`src/design/scf_pkg.sv`:
```
// Purpose: Shared constants for the signed compare and float flag unit
// Assumes: 32-bit data, classic Wishbone register access
// Notes:   Operation codes match the issue encoding of the core
package scf_pkg;

  localparam int DATA_W   = 32;
  localparam int INT_LAT  = 1;
  localparam int FLT_LAT  = 3;
  localparam int IMM_W    = 7;
  localparam int NUM_SLOT = 5;

  typedef enum logic [7:0] {
    SCF_OP_GTI   = 8'h00,
    SCF_OP_GEI   = 8'h01,
    SCF_OP_GE    = 8'h0e,
    SCF_OP_GT    = 8'h0f,
    SCF_OP_FLAGS = 8'h76
  } scf_op_e;

  // Slots allowed for the float flag operation
  localparam logic [2:0] FLT_SLOT_A = 3'h1;
  localparam logic [2:0] FLT_SLOT_B = 3'h4;

  // Exception flag layout, shared with the status word
  localparam int FLAG_W       = 5;
  localparam int FLAG_INX_BIT = 1;
  localparam int RM_LSB       = 8;
  localparam int RM_W         = 2;
  localparam int SIG_BITS     = 24;

  // Register byte offsets
  localparam logic [7:0] REG_CTRL = 8'h00;
  localparam logic [7:0] REG_PROGRAM_CONTROL_STATUS_WORD = 8'h04;
  localparam logic [7:0] REG_STAT = 8'h08;
  localparam logic [7:0] REG_LAST = 8'h0c;

  localparam logic [31:0] CTRL_RST = 32'h0000_0001;
  localparam logic [31:0] PROGRAM_CONTROL_STATUS_WORD_RST = 32'h0000_0000;
  localparam logic [31:0] PROGRAM_CONTROL_STATUS_WORD_MASK = 32'h0000_031f;
  localparam logic [31:0] RESULT_ONE  = 32'h0000_0001;
  localparam logic [31:0] RESULT_ZERO = 32'h0000_0000;

endpackage : scf_pkg

```
`src/design/scf_exec.sv`:
```
// Purpose: Signed compares and int-to-float round-to-zero flag op
// Assumes: One issue per cycle from the core, Wishbone for registers
// Notes:   Separate writeback ports so both latencies never collide
//
// How it works
// RL1: Flag op writes exceptions of signed int to single float conversion.
// RL2: Flag vector uses status-word exception layout; inexact is 0x02.
// RL3: Flag op never changes the exception flags of the status word.
// RL4: Flag op always rounds toward zero, ignoring status-word rounding mode.
// RL5: Guard LSB one writes destination; zero leaves it unchanged.
// RL6: Signed register compare writes 1 when first >= second, else 0.
// RL7: Signed immediate compare writes 1 when first >= 7-bit modifier.
// RL8: Signed register compare writes 1 only when first > second.
// RL9: Signed immediate compare writes 1 only when first > 7-bit modifier.
// RL10: Compares take one cycle any slot; flag op three cycles, slots 1,4.
// RL11: Compare result fills 32 bits, value 1 or 0, upper bits clear.
module scf_exec
  import scf_pkg::*;
#(
  parameter int DEST_W = 7
) (
  input  wire logic              sys_clk,      // Core clock, 20 MHz
  input  wire logic              reset,        // Sync reset, high
  input  wire logic              wb_cyc_i,     // Wishbone cycle
  input  wire logic              wb_stb_i,     // Wishbone strobe
  input  wire logic              wb_we_i,      // Wishbone write
  input  wire logic [7:0]        wb_adr_i,     // Byte address
  input  wire logic [3:0]        wb_sel_i,     // Byte enables
  input  wire logic [31:0]       wb_dat_i,     // Write data
  output logic [31:0]            wb_dat_o,     // Read data
  output logic                   wb_ack_o,     // Acknowledge
  input  wire logic              iss_valid,    // Operation issued
  input  wire logic [7:0]        iss_op,       // Operation code
  input  wire logic [2:0]        iss_slot,     // Issue slot 1..5
  input  wire logic [31:0]       iss_src1,     // First source
  input  wire logic [31:0]       iss_src2,     // Second source
  input  wire logic [IMM_W-1:0]  iss_imm,      // Signed modifier
  input  wire logic              iss_guard_en, // Guard present
  input  wire logic [31:0]       iss_guard,    // Guard register
  input  wire logic [DEST_W-1:0] iss_dest,     // Destination index
  output logic                   iss_refused,  // Issue not taken
  output logic                   int_wb_valid, // Compare retires
  output logic                   int_wb_we,    // Compare writes dest
  output logic [DEST_W-1:0]      int_wb_dest,  // Compare dest index
  output logic [31:0]            int_wb_data,  // Compare result
  output logic                   flt_wb_valid, // Flag op retires
  output logic                   flt_wb_we,    // Flag op writes dest
  output logic [DEST_W-1:0]      flt_wb_dest,  // Flag op dest index
  output logic [31:0]            flt_wb_data,  // Flag vector
  output logic [31:0]            program_control_status_word_o        // Status word
);

  localparam int PIPE_W = 1 + DEST_W + DATA_W;

  logic              ack_q, ack_d;
  logic [31:0]       rdat_q, rdat_d;
  logic [31:0]       ctrl_q, ctrl_d;
  logic [31:0]       program_control_status_word_q, program_control_status_word_d;
  logic [15:0]       refused_cnt_q, refused_cnt_d;
  logic [31:0]       last_q, last_d;
  logic              iv_q, iv_d;
  logic              iwe_q, iwe_d;
  logic [DEST_W-1:0] idst_q, idst_d;
  logic [31:0]       idat_q, idat_d;

  logic              bus_req;
  logic              bus_wr;
  logic              is_int;
  logic              is_flt;
  logic              slot_ok;
  logic              take_int;
  logic              take_flt;
  logic              wr_en;
  logic signed [31:0] s1;
  logic signed [31:0] s2;
  logic signed [31:0] simm;
  logic [31:0]       flags_vec;
  logic [PIPE_W-1:0] pipe_out;
  logic              pipe_vld;

  function automatic logic [31:0] merge_bytes(input logic [31:0] old_v,
                                              input logic [31:0] new_v,
                                              input logic [3:0]  sel);
    logic [31:0] r;
    r = old_v;
    for (int b = 0; b < 4; b++) begin
      if (sel[b]) begin
        r[b*8 +: 8] = new_v[b*8 +: 8];
      end
    end
    return r;
  endfunction : merge_bytes

  // Inexact when set bits span more than the significand holds
  function automatic logic rz_inexact(input logic [31:0] v);
    logic [32:0] mag;
    int          hi;
    int          lo;
    mag = v[31] ? (33'h0_0000_0000 - {1'b1, v}) : {1'b0, v};
    hi  = 0;
    lo  = 32;
    for (int i = 0; i < 33; i++) begin
      if (mag[i]) begin
        hi = i;
      end
    end
    for (int i = 32; i >= 0; i--) begin
      if (mag[i]) begin
        lo = i;
      end
    end
    return (lo <= hi) && ((hi - lo) >= SIG_BITS);
  endfunction : rz_inexact

  // Register bus
  assign bus_req = wb_cyc_i && wb_stb_i && !ack_q;
  assign bus_wr  = bus_req && wb_we_i;

  always_comb begin
    ack_d  = bus_req;
    rdat_d = rdat_q;
    ctrl_d = ctrl_q;
    program_control_status_word_d = program_control_status_word_q;
    if (bus_req && !wb_we_i) begin
      unique case (wb_adr_i)
        REG_CTRL: rdat_d = ctrl_q;
        REG_PROGRAM_CONTROL_STATUS_WORD: rdat_d = program_control_status_word_q;
        REG_STAT: rdat_d = {16'h0000, refused_cnt_q};
        REG_LAST: rdat_d = last_q;
        default:  rdat_d = 32'h0000_0000;
      endcase
    end
    if (bus_wr && wb_adr_i == REG_CTRL) begin
      ctrl_d = merge_bytes(ctrl_q, wb_dat_i, wb_sel_i) & 32'h0000_0001;
    end
    // Only software writes reach the status word
    if (bus_wr && wb_adr_i == REG_PROGRAM_CONTROL_STATUS_WORD) begin // RL3
      program_control_status_word_d = merge_bytes(program_control_status_word_q, wb_dat_i, wb_sel_i) & PROGRAM_CONTROL_STATUS_WORD_MASK;
    end
  end

  always_ff @(posedge sys_clk) begin
    if (reset) begin
      ack_q  <= 1'b0;
      rdat_q <= 32'h0000_0000;
      ctrl_q <= CTRL_RST;
      program_control_status_word_q <= PROGRAM_CONTROL_STATUS_WORD_RST;
    end else begin
      ack_q  <= ack_d;
      rdat_q <= rdat_d;
      ctrl_q <= ctrl_d;
      program_control_status_word_q <= program_control_status_word_d;
    end
  end

  assign wb_ack_o = ack_q;
  assign wb_dat_o = rdat_q;
  assign program_control_status_word_o   = program_control_status_word_q;

  // Issue decode
  assign is_int = (iss_op == SCF_OP_GE) || (iss_op == SCF_OP_GT) ||
                  (iss_op == SCF_OP_GEI) || (iss_op == SCF_OP_GTI);
  assign is_flt = (iss_op == SCF_OP_FLAGS);
  assign slot_ok = is_int ? (iss_slot >= 3'h1 && iss_slot <= 3'(NUM_SLOT))
                          : (iss_slot == FLT_SLOT_A ||
                             iss_slot == FLT_SLOT_B); // RL10
  assign take_int = iss_valid && ctrl_q[0] && is_int && slot_ok;
  assign take_flt = iss_valid && ctrl_q[0] && is_flt && slot_ok;
  assign iss_refused = iss_valid && !(take_int || take_flt);
  assign wr_en = !iss_guard_en || iss_guard[0]; // RL5

  assign s1   = $signed(iss_src1);
  assign s2   = $signed(iss_src2);
  assign simm = 32'($signed(iss_imm));

  always_comb begin
    iv_d   = take_int; // RL10
    iwe_d  = take_int && wr_en; // RL5
    idst_d = iss_dest;
    idat_d = RESULT_ZERO; // RL11
    if (take_int) begin
      unique case (iss_op)
        SCF_OP_GE:  idat_d = (s1 >= s2)   ? RESULT_ONE : RESULT_ZERO; // RL6
        SCF_OP_GT:  idat_d = (s1 > s2)    ? RESULT_ONE : RESULT_ZERO; // RL8
        SCF_OP_GEI: idat_d = (s1 >= simm) ? RESULT_ONE : RESULT_ZERO; // RL7
        SCF_OP_GTI: idat_d = (s1 > simm)  ? RESULT_ONE : RESULT_ZERO; // RL9
        default:    idat_d = RESULT_ZERO;
      endcase
    end
    refused_cnt_d = refused_cnt_q + 16'(iss_refused);
    last_d = (pipe_vld && pipe_out[PIPE_W-1]) ? pipe_out[DATA_W-1:0]
                                              : last_q;
  end

  always_ff @(posedge sys_clk) begin
    if (reset) begin
      iv_q          <= 1'b0;
      iwe_q         <= 1'b0;
      idst_q        <= '0;
      idat_q        <= 32'h0000_0000;
      refused_cnt_q <= 16'h0000;
      last_q        <= 32'h0000_0000;
    end else begin
      iv_q          <= iv_d;
      iwe_q         <= iwe_d;
      idst_q        <= idst_d;
      idat_q        <= idat_d;
      refused_cnt_q <= refused_cnt_d;
      last_q        <= last_d;
    end
  end

  assign int_wb_valid = iv_q;
  assign int_wb_we    = iwe_q;
  assign int_wb_dest  = idst_q;
  assign int_wb_data  = idat_q;

  // Conversion to single cannot overflow, so only inexact can arise.
  // Rounding mode bits are never read: truncation is fixed.
  always_comb begin
    flags_vec = 32'h0000_0000;
    flags_vec[FLAG_INX_BIT] = rz_inexact(iss_src1); // RL1 RL2 RL4
  end

  scf_delay #(
    .W     (PIPE_W),
    .DEPTH (FLT_LAT)
  ) u_flt_pipe (
    .sys_clk  (sys_clk),
    .reset    (reset),
    .in_vld   (take_flt), // RL10
    .in_data  ({wr_en, iss_dest, flags_vec}), // RL5
    .out_vld  (pipe_vld),
    .out_data (pipe_out)
  );

  assign flt_wb_valid = pipe_vld;
  assign flt_wb_we    = pipe_vld && pipe_out[PIPE_W-1];
  assign flt_wb_dest  = pipe_out[DATA_W +: DEST_W];
  assign flt_wb_data  = pipe_out[DATA_W-1:0];

  chk_int_latency: assert property (@(posedge sys_clk) disable iff (reset)
    take_int |=> int_wb_valid) // RL10
    else $error("compare result missing after one cycle");
  chk_flt_latency: assert property (@(posedge sys_clk) disable iff (reset)
    take_flt |-> ##3 flt_wb_valid) // RL10
    else $error("flag result not at third cycle");
  chk_flt_origin: assert property (@(posedge sys_clk) disable iff (reset)
    flt_wb_valid |-> $past(take_flt, 3)) // RL10
    else $error("flag result without matching issue");
  chk_flt_slot: assert property (@(posedge sys_clk) disable iff (reset)
    iss_valid && is_flt && iss_slot != FLT_SLOT_A && iss_slot != FLT_SLOT_B
    |-> iss_refused) // RL10
    else $error("flag op taken from wrong slot");
  chk_ge_value: assert property (@(posedge sys_clk) disable iff (reset)
    take_int && iss_op == SCF_OP_GE |=> int_wb_data ==
    (($signed($past(iss_src1)) >= $signed($past(iss_src2))) ? 1 : 0)) // RL6
    else $error("ge compare wrong");
  chk_gt_value: assert property (@(posedge sys_clk) disable iff (reset)
    take_int && iss_op == SCF_OP_GT && iss_src1 == iss_src2
    |=> int_wb_data == RESULT_ZERO) // RL8
    else $error("gt compare true on equal");
  chk_gei_value: assert property (@(posedge sys_clk) disable iff (reset)
    take_int && iss_op == SCF_OP_GEI && s1 == simm
    |=> int_wb_data == RESULT_ONE) // RL7
    else $error("ge immediate false on equal");
  chk_gti_value: assert property (@(posedge sys_clk) disable iff (reset)
    take_int && iss_op == SCF_OP_GTI && s1 == simm + 1
    |=> int_wb_data == RESULT_ONE) // RL9
    else $error("gt immediate wrong");
  chk_upper_clear: assert property (@(posedge sys_clk) disable iff (reset)
    int_wb_valid |-> int_wb_data[31:1] == 31'h0000_0000) // RL11
    else $error("compare upper bits set");
  chk_guard_hold: assert property (@(posedge sys_clk) disable iff (reset)
    (take_int || take_flt) && iss_guard_en && !iss_guard[0]
    |=> !int_wb_we ##2 !flt_wb_we) // RL5
    else $error("false guard wrote destination");
  chk_program_control_status_word_hold: assert property (@(posedge sys_clk) disable iff (reset)
    !(bus_wr && wb_adr_i == REG_PROGRAM_CONTROL_STATUS_WORD) |=> $stable(program_control_status_word_q)) // RL3
    else $error("status word changed without write");
  chk_inx_value: assert property (@(posedge sys_clk) disable iff (reset)
    take_flt && iss_src1 == 32'h7fff_ffff
    |-> ##3 flt_wb_data == 32'h0000_0002) // RL1 RL2 RL4
    else $error("inexact flag not reported");
  chk_exact_value: assert property (@(posedge sys_clk) disable iff (reset)
    take_flt && iss_src1 == 32'h8000_0000
    |-> ##3 flt_wb_data == 32'h0000_0000) // RL1
    else $error("spurious flag on exact value");

  cov_int_write: cover property (@(posedge sys_clk) int_wb_we);
  cov_flt_inx: cover property (@(posedge sys_clk)
    flt_wb_we && flt_wb_data[FLAG_INX_BIT]);
  cov_guard_false: cover property (@(posedge sys_clk)
    take_int && iss_guard_en && !iss_guard[0]);
  cov_refused: cover property (@(posedge sys_clk) iss_refused);

endmodule : scf_exec

```
`src/design/scf_delay.sv`:
```
// Purpose: Fixed-depth valid/data delay line for the float pipe
// Assumes: DEPTH of at least two
// Notes:   No stall; every stage advances each cycle
module scf_delay
  import scf_pkg::*;
#(
  parameter int W     = 40,
  parameter int DEPTH = 3
) (
  input  wire logic         sys_clk,  // Core clock
  input  wire logic         reset,    // Sync reset, high
  input  wire logic         in_vld,   // Stage 0 valid
  input  wire logic [W-1:0] in_data,  // Stage 0 data
  output logic              out_vld,  // Last stage valid
  output logic [W-1:0]      out_data  // Last stage data
);

  logic [DEPTH-1:0] vld_q;
  logic [DEPTH-1:0] vld_d;
  logic [W-1:0]     dat_q [DEPTH];
  logic [W-1:0]     dat_d [DEPTH];

  always_comb begin
    vld_d    = {vld_q[DEPTH-2:0], in_vld};
    dat_d[0] = in_data;
    for (int i = 1; i < DEPTH; i++) begin
      dat_d[i] = dat_q[i-1];
    end
  end

  always_ff @(posedge sys_clk) begin
    if (reset) begin
      vld_q <= '0;
      for (int i = 0; i < DEPTH; i++) begin
        dat_q[i] <= '0;
      end
    end else begin
      vld_q <= vld_d;
      for (int i = 0; i < DEPTH; i++) begin
        dat_q[i] <= dat_d[i];
      end
    end
  end

  assign out_vld  = vld_q[DEPTH-1];
  assign out_data = dat_q[DEPTH-1];

endmodule : scf_delay

```
`config.mk`:
```
export PLATFORM = sky130hd
export DESIGN_NAME = scf_exec
export DESIGN_NICKNAME = d
export VERILOG_FILES = /design/src/design/scf_pkg.sv /design/src/design/scf_exec.sv /design/src/design/scf_delay.sv
export SDC_FILE = /design/constraint.sdc
export NUM_CORES = 1
export LEC_CHECK = 0
export CORE_AREA = 2 2 123 125
export DETAILED_ROUTE_END_ITERATION = 8
export DIE_AREA = 0 0 125 127
export DONT_BUFFER_PORTS = 1
export GPL_TIMING_DRIVEN = 0
export MAX_ROUTING_LAYER = met4
export PLACE_DENSITY = 0.66
export SLEW_MARGIN = 20
export SYNTH_ARGS = -nofsm -noshare
export SYNTH_HDL_FRONTEND = slang
export SYNTH_SLANG_ARGS = --single-unit
```
`constraint.sdc`:
```
create_clock -name sys_clk -period 11.4 [get_ports sys_clk]
set_input_delay 1.14 -clock sys_clk [delete_from_list [all_inputs] [get_ports sys_clk]]
set_output_delay 1.14 -clock sys_clk [all_outputs]
set_load 0.005 [all_outputs]
```
==> results of run 1 <==
[stage by stage]
step | hold slack (ps) | worst slack, ps
finish | 430 | 5030
global route | 447 | 4750
CTS | 433 | 5080
detailed placement | 420 | 4750
global placement | 416 | 4770
floorplan | 414 | 5450
[layout make-up]
| cell class | count | area, um^2 |
|---|---|---|
| fillers | 1383 | 6180 |
| clock inverters | 3 | 15.0 |
| plain buffers | 159 | 1060 |
| clock buffers | 12 | 246 |
| multi-input cells | 761 | 4980 |
| well taps | 184 | 230 |
| inverters | 55 | 206 |
| flip-flops and latches | 75 | 1500 |
[state kept, by name, summed over array words and instances, names as in the netlist]
| name | count |
|---|---|
| refused_cnt_q | 16 |
| int_wb_we | 1 |
| wb_dat_o | 16 |
| program_control_status_word_o | 7 |
| wb_ack_o | 1 |
| ctrl_q | 1 |
| int_wb_dest | 6 |
| int_wb_valid | 1 |
| last_q | 1 |
| int_wb_data | 1 |
| u_flt_pipe.dat_q | 21 |
| u_flt_pipe.vld_q | 3 |
[final timing paths]
check	from	endpoint	slack, ps	depth (start not counted)
setup / recovery	iss_src1[0]	u_flt_pipe.dat_q[0][1]$_SDFF_PP0_	5030	24
hold / removal	u_flt_pipe.dat_q[0][77]$_SDFF_PP0_	u_flt_pipe.dat_q[0][117]$_SDFF_PP0_	430	1
setup reg to reg	ctrl_q[0]$_SDFFE_PP1P_	refused_cnt_q[12]$_SDFF_PP0_	8990	11
hold reg to reg	u_flt_pipe.dat_q[0][77]$_SDFF_PP0_	u_flt_pipe.dat_q[0][117]$_SDFF_PP0_	430	1
[placed cells by master, fill, tap and decap left out, drive strengths merged, types with 5 or more instances in the layout]
cell	Yosys	routed
o211ai	5	5
a211oi	6	6
a21oi	41	41
nand3	20	20
o21ai	41	41
or3	11	11
xnor2	15	15
and3	9	9
o31ai	9	9
nor2	91	91
a222oi	5	5
or2	6	6
xor2	22	22
nand2	51	51
and2	6	6
buf	126	126
a21o	22	22
clkbuf	33	45
o32ai	6	6
nor3	16	16
a31oi	5	5
conb	2	105
nand2b	12	12
nor4	16	16
ha	73	73
nor2b	43	43
mux2i	14	14
a22oi	9	9
inv	55	55
dfxtp	75	75
o41ai	6	6
o21a	8	8
a21boi	5	5
nand4	22	22
mux2	5	5
[cell families (layout without fill, tap and decap cells)]
family,after synthesis,in the layout,synth area share
compound gates,206,206,0.197
xor+xnor,37,37,0.0450
fa+ha+maj,74,74,0.127
buf+inv,214,229,0.172
flops,75,75,0.204
mux,19,19,0.0267
other cells,2,105,0.00102
simple gates,320,320,0.227
[power groups by stage]
stage / clock network [mW] / logic, mW / registers (mW)
after floorplan: 0 / 0.143 / 0.274
after CTS: 0.251 / 0.171 / 0.270
final: 0.247 / 0.173 / 0.269
after global placement: 0 / 0.169 / 0.275
after global routing: 0.263 / 0.195 / 0.270
after detailed placement: 0 / 0.170 / 0.275
[routing by layer]
layer  up-vias  global-route usage  routed length (um)
li1       3369                   -                   -
met1      2936               0.272                7830
met2       236               0.385                8650
met3        21              0.0444                1390
met4         0              0.0542                 256
met5         -                   -                   0
[worst register-to-register path: cells and delay by family, from the launching register on]
kind,cells,cell delay [ps]
buffers and inverters,1,170
XOR/XNOR,1,140
AND/OR/NAND/NOR,6,950
adder cells (fa/ha/maj),2,470
AO/OA/AOI/OAI,1,180
flip-flops,1,370
==> impl_metrics.ini, run 1 <==
[status]
outcome = finished clean

[placed_design]
place.port_buffers = 0
gp_congestion = 0.936
place_area_um2 = 7990
dp_hpwl_mm = 15.0
dp_cells = 1234

[pwr]
leakage_nw = 3.81
power_mw = 0.690
p_int_mw = 0.500
pwr-share-seq = 0.391
ir_worst_vdd_v = 0.0000748
p_per_area_nw_per_um2 = 83.7
switching_power_mw = 0.190
clockPowerShare = 0.358
swShare = 0.275
comb_power_share = 0.251

[critical_path]
crit_buf_inv = 5
crit_family = compound AO/OA/AOI/OAI gates
crit_path_cell_trace = clkbuf_1, inv_1, ha_1, buf_4, or4b_4, or3_1, buf_2, or4_4, a21bo_1, a211oi_1, o21ai_1, a21o_1, a2111oi_2, o221ai_1, ha_1, nor2b_1, o21ai_0, nand2b_1, and2_1, o21ai_0, nand2b_1, inv_1, fa_1, a311oi_1
crit_path_max_incr_delay_ps = 520
critical_path_required_ps = 11620
worstSetupEndpointType = flop
crit_fanout = 9
crit_arrival_ps = 6580
worstSetupStartpointType = primary input
critPathKind = in -> reg
critPathSlowestCell = or4_4

[floorplan]
rows = 44
die_h_um = 127
die_x_um = 125
die_area_um2 = 15900
initial_utilization = 0.511
io_pins = 320
coreArea_um2 = 14400

[cells_and_area]
design_area_um2 = 8250
drive_above_1_share = 0.149
nNetsFinal = 1307
stdcell_count = 1249
final_util = 0.572
num_antenna_cells = 0
syn2layout_area_growth_pct = 11.9

[synthesis]
ys_top_cells_by_count = buf_4 (119), nor2_1 (91), dfxtp_1 (75)
synth_top_cells_by_area = dfxtp_1 (20%), ha_1 (12%), buf_4 (12%)
synth_most_common_cell = buf_4
synthDistinctLibCells = 78
synth_top_flop_cell = dfxtp_1
ys_ff_latch = 75
yosys_warnings = 0
yosysSeqAreaShare = 0.204
synth.avg_cell_area_um2 = 7.78
syn_inst = 947
synth-async-reset-ratio = 0
synth_top_area_share = 0.204
synth_edf_count = 0
syn_area_um2 = 7370
yosysTopAreaCell = dfxtp_1

[min_path]
hold_path_class = reg -> reg

[clock_network]
cts_max_path_buffers = 2
numCtsBuffers = 9
htree_levels = 3
clk_pin_slew_ps = 50
clk_latency_ps = 330
post_cts_buffers = 0
ctsHoldBuffers = 0
cts-resized-gates = 0
cts_sinks = 75
tritoncts = done
clock-root-buffer = clkbuf_16

[timing]
setup_tns_ps = 0
fin_crit_sh = 0.559
slew_headroom = 0.448
skew_ps = 3.50
rsz0062_at_grt = no
tightest_slew_ps = 820
hold_violations = 0
fin_crit_ps = 6370
slew_violations = 0
fmax_ghz = 0.157
setup_violations = 0

[routing]
ant_nets = 0
wl_per_cell_um = 14.5
postRouteWirelength_mm = 18.1
drt_first_pass_iters = 5
viasPerCell = 5.25
vias = 6562
drc = 0
drt_iter0_drc = 377

[global_routing]
grt_max_degree = 27
gr-total-overflow = 0
grt.total_usage = 0.224
grt_pass1_vias = 6000
grt_pass1_wl_mm = 29.1
antenna_found_initial = 0

[job]
maxCapViolCount = 0
Power figures use the tool's default switching activity.
==> run 2, diff against run 1 <==
--- a/config.mk
+++ b/config.mk
@@ -11,7 +11,7 @@
 export DONT_BUFFER_PORTS = 1
 export GPL_TIMING_DRIVEN = 0
 export MAX_ROUTING_LAYER = met4
-export PLACE_DENSITY = 0.66
+export PLACE_DENSITY = 0.68
 export SLEW_MARGIN = 20
 export SYNTH_ARGS = -nofsm -noshare
 export SYNTH_HDL_FRONTEND = slang
==> constraint.sdc (replaced) <==
create_clock -name sys_clk -period 5.4 [get_ports sys_clk]
set_input_delay 0.54 -clock sys_clk [delete_from_list [all_inputs] [get_ports sys_clk]]
set_output_delay 0.54 -clock sys_clk [all_outputs]
set_load 0.005 [all_outputs]
==> run 2 against run 1 <==
Count of clock-buffer cells in the layout down 3. Utilization up 1.1 points. Total power grew 130%. First-iteration DRC count shrank 8.0%. Largest power group is now the clock network.
==> impl_metrics.ini, run 2 (synthesis gave the netlist of run 1 again) <==
[global_routing]
grt_pass1_wl_mm = 29.9
antenna_found_initial = 0
gr-total-overflow = 0
grt_max_degree = 27
grt.total_usage = 0.231
grt_pass1_vias = 6238

[floorplan]
initial_utilization = 0.511
die_area_um2 = 15900
coreArea_um2 = 14400
die_x_um = 125
die_h_um = 127
rows = 44
io_pins = 320

[cells_and_area]
final_common_cell = buf_4
drive_above_1_share = 0.165
stdcell_count = 1255
syn2layout_area_growth_pct = 14.1
top_register = u_flt_pipe.dat_q
design_area_um2 = 8410
largest_reg_flops = 21
nNetsFinal = 1312
num_antenna_cells = 0
final_util = 0.583
fill_cells = 1380
mostFrequentLayoutCells = buf_4 (123), conb_1 (105), nor2_1 (91)

[critical_path]
worstSetupEndpointType = flop
critPathSlowestCell = fa_1
r2r_slack_ps = 3110
path_common_cell = buf_6
crit_path_max_incr_delay_ps = 540
crit_buf_inv = 7
critical_path_required_ps = 5590
crit_arrival_ps = 5330
worstSetupStartpointType = primary input
crit_family = simple AND/OR/NAND/NOR gates
crit_fanout = 10
critPathKind = in -> reg

[timing]
setup_violations = 0
skew_ps = 3.54
whs_ps = 336
worst_slack_ps = 267
fmax_ghz = 0.195
slew_violations = 0
hold_violations = 0
fin_crit_ps = 5130
setup_tns_ps = 0
tightest_slew_ps = 845
slew_headroom = 0.436
fin_crit_sh = 0.951

[clock_network]
numCtsBuffers = 9
clock-root-buffer = clkbuf_16
clk_pin_slew_ps = 60
cts_sinks = 75
cts_max_path_buffers = 2
tritoncts = done
clk_latency_ps = 330
htree_levels = 3

[placed_design]
gp_congestion = 0.897
place.port_buffers = 0
pre_cts_ws_ps = -500
dp_hpwl_mm = 15.1
dp_cells = 1234
place_area_um2 = 7990

[routing]
vias = 6724
drt_first_pass_iters = 5
postRouteWirelength_mm = 18.6
drc = 0
drt_iter0_drc = 347
viasPerCell = 5.36
wl_per_cell_um = 14.8
ant_nets = 0

[pwr]
ir_worst_vdd_v = 0.000143
power_mw = 1.58
p_per_area_nw_per_um2 = 188
leakage_nw = 3.86

[status]
outcome = finished clean

[job]
maxCapViolCount = 0

[min_path]
hold_path_class = in -> reg
run 2: layout make-up:
class	count	area (um^2)	area share
timing repair buffer	5	37.5	0.00446
clock buffer	9	225	0.0268
tap	184	230	0.0274
clock inverter	7	92.6	0.0110
sequential	75	1500	0.179
inverter	55	206	0.0246
multi-input combinational	761	5040	0.599
buffer	159	1080	0.128
run 2: metal layers:
metal / share of wire / routed length (um) / track usage
met4: 0.019 / 353 / 0.0771
met1: 0.43 / 8040 / 0.284
met5: 0 / 0 / -
met3: 0.080 / 1490 / 0.0398
met2: 0.47 / 8750 / 0.387
run 2: worst paths after layout:
kind / start / to / depth (start not counted)
hold / removal: iss_dest[6] / u_flt_pipe.dat_q[0][38]$_SDFF_PP0_ / 1
setup reg to reg: ctrl_q[0]$_SDFFE_PP1P_ / refused_cnt_q[14]$_SDFF_PP0_ / 11
setup / recovery: iss_src1[0] / u_flt_pipe.dat_q[0][1]$_SDFF_PP0_ / 26
hold reg to reg: u_flt_pipe.dat_q[0][73]$_SDFF_PP0_ / u_flt_pipe.dat_q[0][113]$_SDFF_PP0_ / 1
run 2: report_power, final:
part | total [mW] | switching (mW) | internal, mW
clock network | 0.631 | 0.229 | 0.402
logic | 0.378 | 0.199 | 0.178
registers | 0.569 | 0.00468 | 0.564
total | 1.58 | 0.433 | 1.14
run 2: timing repair:
action | CTS | global route
endpoints found under the setup margin | 1 | 1
pin swaps | 1 | 9
gates cloned | 0 | 0
hold buffers | 0 | 0
buffers inserted | 1 | 4
resized for setup | 4 | 15
==> run 3, diff against run 2 <==
--- a/config.mk
+++ b/config.mk
@@ -12,6 +12,7 @@
 export GPL_TIMING_DRIVEN = 0
 export MAX_ROUTING_LAYER = met4
 export PLACE_DENSITY = 0.68
+export REMOVE_ABC_BUFFERS = 1
 export SLEW_MARGIN = 20
 export SYNTH_ARGS = -nofsm -noshare
 export SYNTH_HDL_FRONTEND = slang
==> run 3 against run 2 <==
Sequential power about the same. Total power decreased by 11%. Hold slack got worse by 66 ps. Clock skew increased by 5.1 ps. Setup slack improved by 64 ps. Flip-flop and latch count unchanged. Register-to-register slack got worse by 80 ps. Via count decreased by 8.2%. Combinational power decreased by 29%. Critical path depth decreased by 4. Count of clock-buffer cells in the layout unchanged.
==> impl_metrics.ini, run 3 (synthesis gave the netlist of run 1 again) <==
[cells_and_area]
design_area_um2 = 7290
mostFrequentLayoutCells = conb_1 (105), nor2_1 (91), dfxtp_1 (75)
fill_cells = 1443
largest_reg_flops = 21
num_antenna_cells = 0
top_register = u_flt_pipe.dat_q
syn2layout_area_growth_pct = -1.02
final_common_cell = conb_1
drive_above_1_share = 0.0537
nNetsFinal = 1154

[clock_network]
clk_latency_ps = 340
htree_levels = 3
numCtsBuffers = 9
cts_max_path_buffers = 2
cts_sinks = 75
clk_pin_slew_ps = 60
clock-root-buffer = clkbuf_16
tritoncts = done

[floorplan]
initial_utilization = 0.511
rows = 44
io_pins = 320
die_h_um = 127
die_area_um2 = 15900
coreArea_um2 = 14400
die_x_um = 125

[global_routing]
grt.total_usage = 0.213
grt_max_degree = 75
grt_pass1_wl_mm = 27.1
antenna_found_initial = 0
grt_pass1_vias = 5455
gr-total-overflow = 0

[min_path]
hold_path_class = in -> reg
hold_end = wb_dat_o[13]$_SDFFE_PP0P_
min_path_cells = 1
hp-start = reset

[pwr]
swShare = 0.285
leakage_nw = 3.14
pwr-share-seq = 0.407
switching_power_mw = 0.400
ir_worst_vdd_v = 0.000141
comb_power_share = 0.193
p_int_mw = 1.00
p_per_area_nw_per_um2 = 192
clockPowerShare = 0.400
power_mw = 1.40

[timing]
slew_violations = 0
fin_crit_ps = 5070
skew_ps = 8.67
slew_headroom = 0.369
fmax_ghz = 0.197
rsz0062_at_grt = no
setup_violations = 0
hold_violations = 0
fin_crit_sh = 0.939
whs_ps = 270
tightest_slew_ps = 937

[placed_design]
gp_congestion = 0.876
place_area_um2 = 6940
dp_hpwl_mm = 13.6
place.port_buffers = 0

[routing]
viasPerCell = 5.63
drt_iter0_drc = 384
drc = 0
drt_first_pass_iters = 5
vias = 6174
postRouteWirelength_mm = 17.3
ant_nets = 0
wl_per_cell_um = 15.8

[critical_path]
r2r_slack_ps = 3030
crit_buf_inv = 3
crit_path_cell_trace = inv_1, ha_4, or4b_4, or3_4, buf_12, nor2_1, mux2_2, o21ai_1, o21ai_1, a21o_1, a2111oi_2, o221ai_1, ha_1, nor2b_1, o21ai_0, nand2b_1, and2_1, o21ai_0, nand2b_1, inv_1, fa_1, a311oi_1
timing.rr.start = ctrl_q[0]$_SDFFE_PP1P_
ff2ff_path_depth = 10
worstSetupEndpointType = flop
regToRegEndpoint = refused_cnt_q[14]$_SDFF_PP0_
crit_fanout = 9
crit_arrival_ps = 5310
critPathKind = in -> reg
crit_family = simple AND/OR/NAND/NOR gates
critical_path_required_ps = 5640
worstSetupStartpointType = primary input
crit_path_max_incr_delay_ps = 500
critPathSlowestCell = or4b_4

[status]
outcome = finished clean

[job]
maxCapViolCount = 0
## run 3: changes by cell type in the layout (fill, tap and decap cells not counted), moves of 3 or more
cell,previous run,this run
buf_4,123,4
buf_6,4,0
inv_6,0,3
clkbuf_1,32,0
## run 3: area by class of cell
| type | instances | area (um^2) | share of cell area |
|---|---|---|---|
| timing repair buffer | 6 | 55.1 | 0.00755 |
| clock buffer | 9 | 225 | 0.0309 |
| inverter | 55 | 210 | 0.0288 |
| clock inverter | 7 | 57.6 | 0.00789 |
| sequential | 75 | 1500 | 0.206 |
| tap | 184 | 230 | 0.0316 |
| multi-input combinational | 761 | 5010 | 0.687 |
## run 3: worst max path at each step
stage                           start                                 to  slack [ps]  cells after the start
after detailed placement  iss_src1[0]  u_flt_pipe.dat_q[0][1]$_SDFF_PP0_        -520                     21
after global placement    iss_src1[0]  u_flt_pipe.dat_q[0][1]$_SDFF_PP0_        -530                     21
after floorplan           iss_src1[0]  u_flt_pipe.dat_q[0][1]$_SDFF_PP0_          80                     21
final                     iss_src1[1]  u_flt_pipe.dat_q[0][1]$_SDFF_PP0_         330                     22
after CTS                 iss_src1[0]  u_flt_pipe.dat_q[0][1]$_SDFF_PP0_          20                     21
after global routing      iss_src1[1]  u_flt_pipe.dat_q[0][1]$_SDFF_PP0_          20                     21
## run 3: metrics by stage
| step | util | TNS (ps) | cells | setup slack (ps) |
|---|---|---|---|---|
| 2_1_floorplan | - | 0 | 891 | 76.8 |
| 5_1_grt | 0.506 | 0 | 1097 | 23.9 |
| 4_1_cts | 0.501 | 0 | 1093 | 15.4 |
| 3_5_place_dp | 0.481 | -521 | 1077 | -521 |
| 3_3_place_gp | 0.480 | -526 | 1075 | -526 |
| 6_report | 0.506 | 0 | 1097 | 331 |
## run 3: worst register-to-register path: stages (launching register included)
cell and delay [ps]:
dfxtp_1 390, o311ai_0 210, nor3_1 260, nand3_1 140, and3_1 270, ha_1 240
ha_1 200, and2_1 220, nand2_1 110, xor2_1 180, nor2_1 50
## run 3: power by group through the flow
stage,sequential [mW],combinational (mW),clock [mW]
global route,0.571,0.312,0.595
detailed placement,0.582,0.263,0
CTS,0.570,0.265,0.568
floorplan,0.580,0.217,0
global placement,0.582,0.259,0
finish,0.570,0.270,0.560
## run 3: metal layers
metal | share of wire | wire, um | track usage | vias up
met5 | 0 | 0 | - | -
met2 | 0.48 | 8260 | 0.350 | 238
li1 | - | - | - | 3066
met3 | 0.069 | 1190 | 0.0494 | 24
met1 | 0.44 | 7550 | 0.267 | 2846
met4 | 0.016 | 276 | 0.0497 | 0
## run 3: what timing repair did
item,4_1_cts,5_1_grt
setup endpoints to repair,1,1
pin swaps,0,2
gates resized for setup,1,4
hold buffers,0,0
setup buffers,0,4
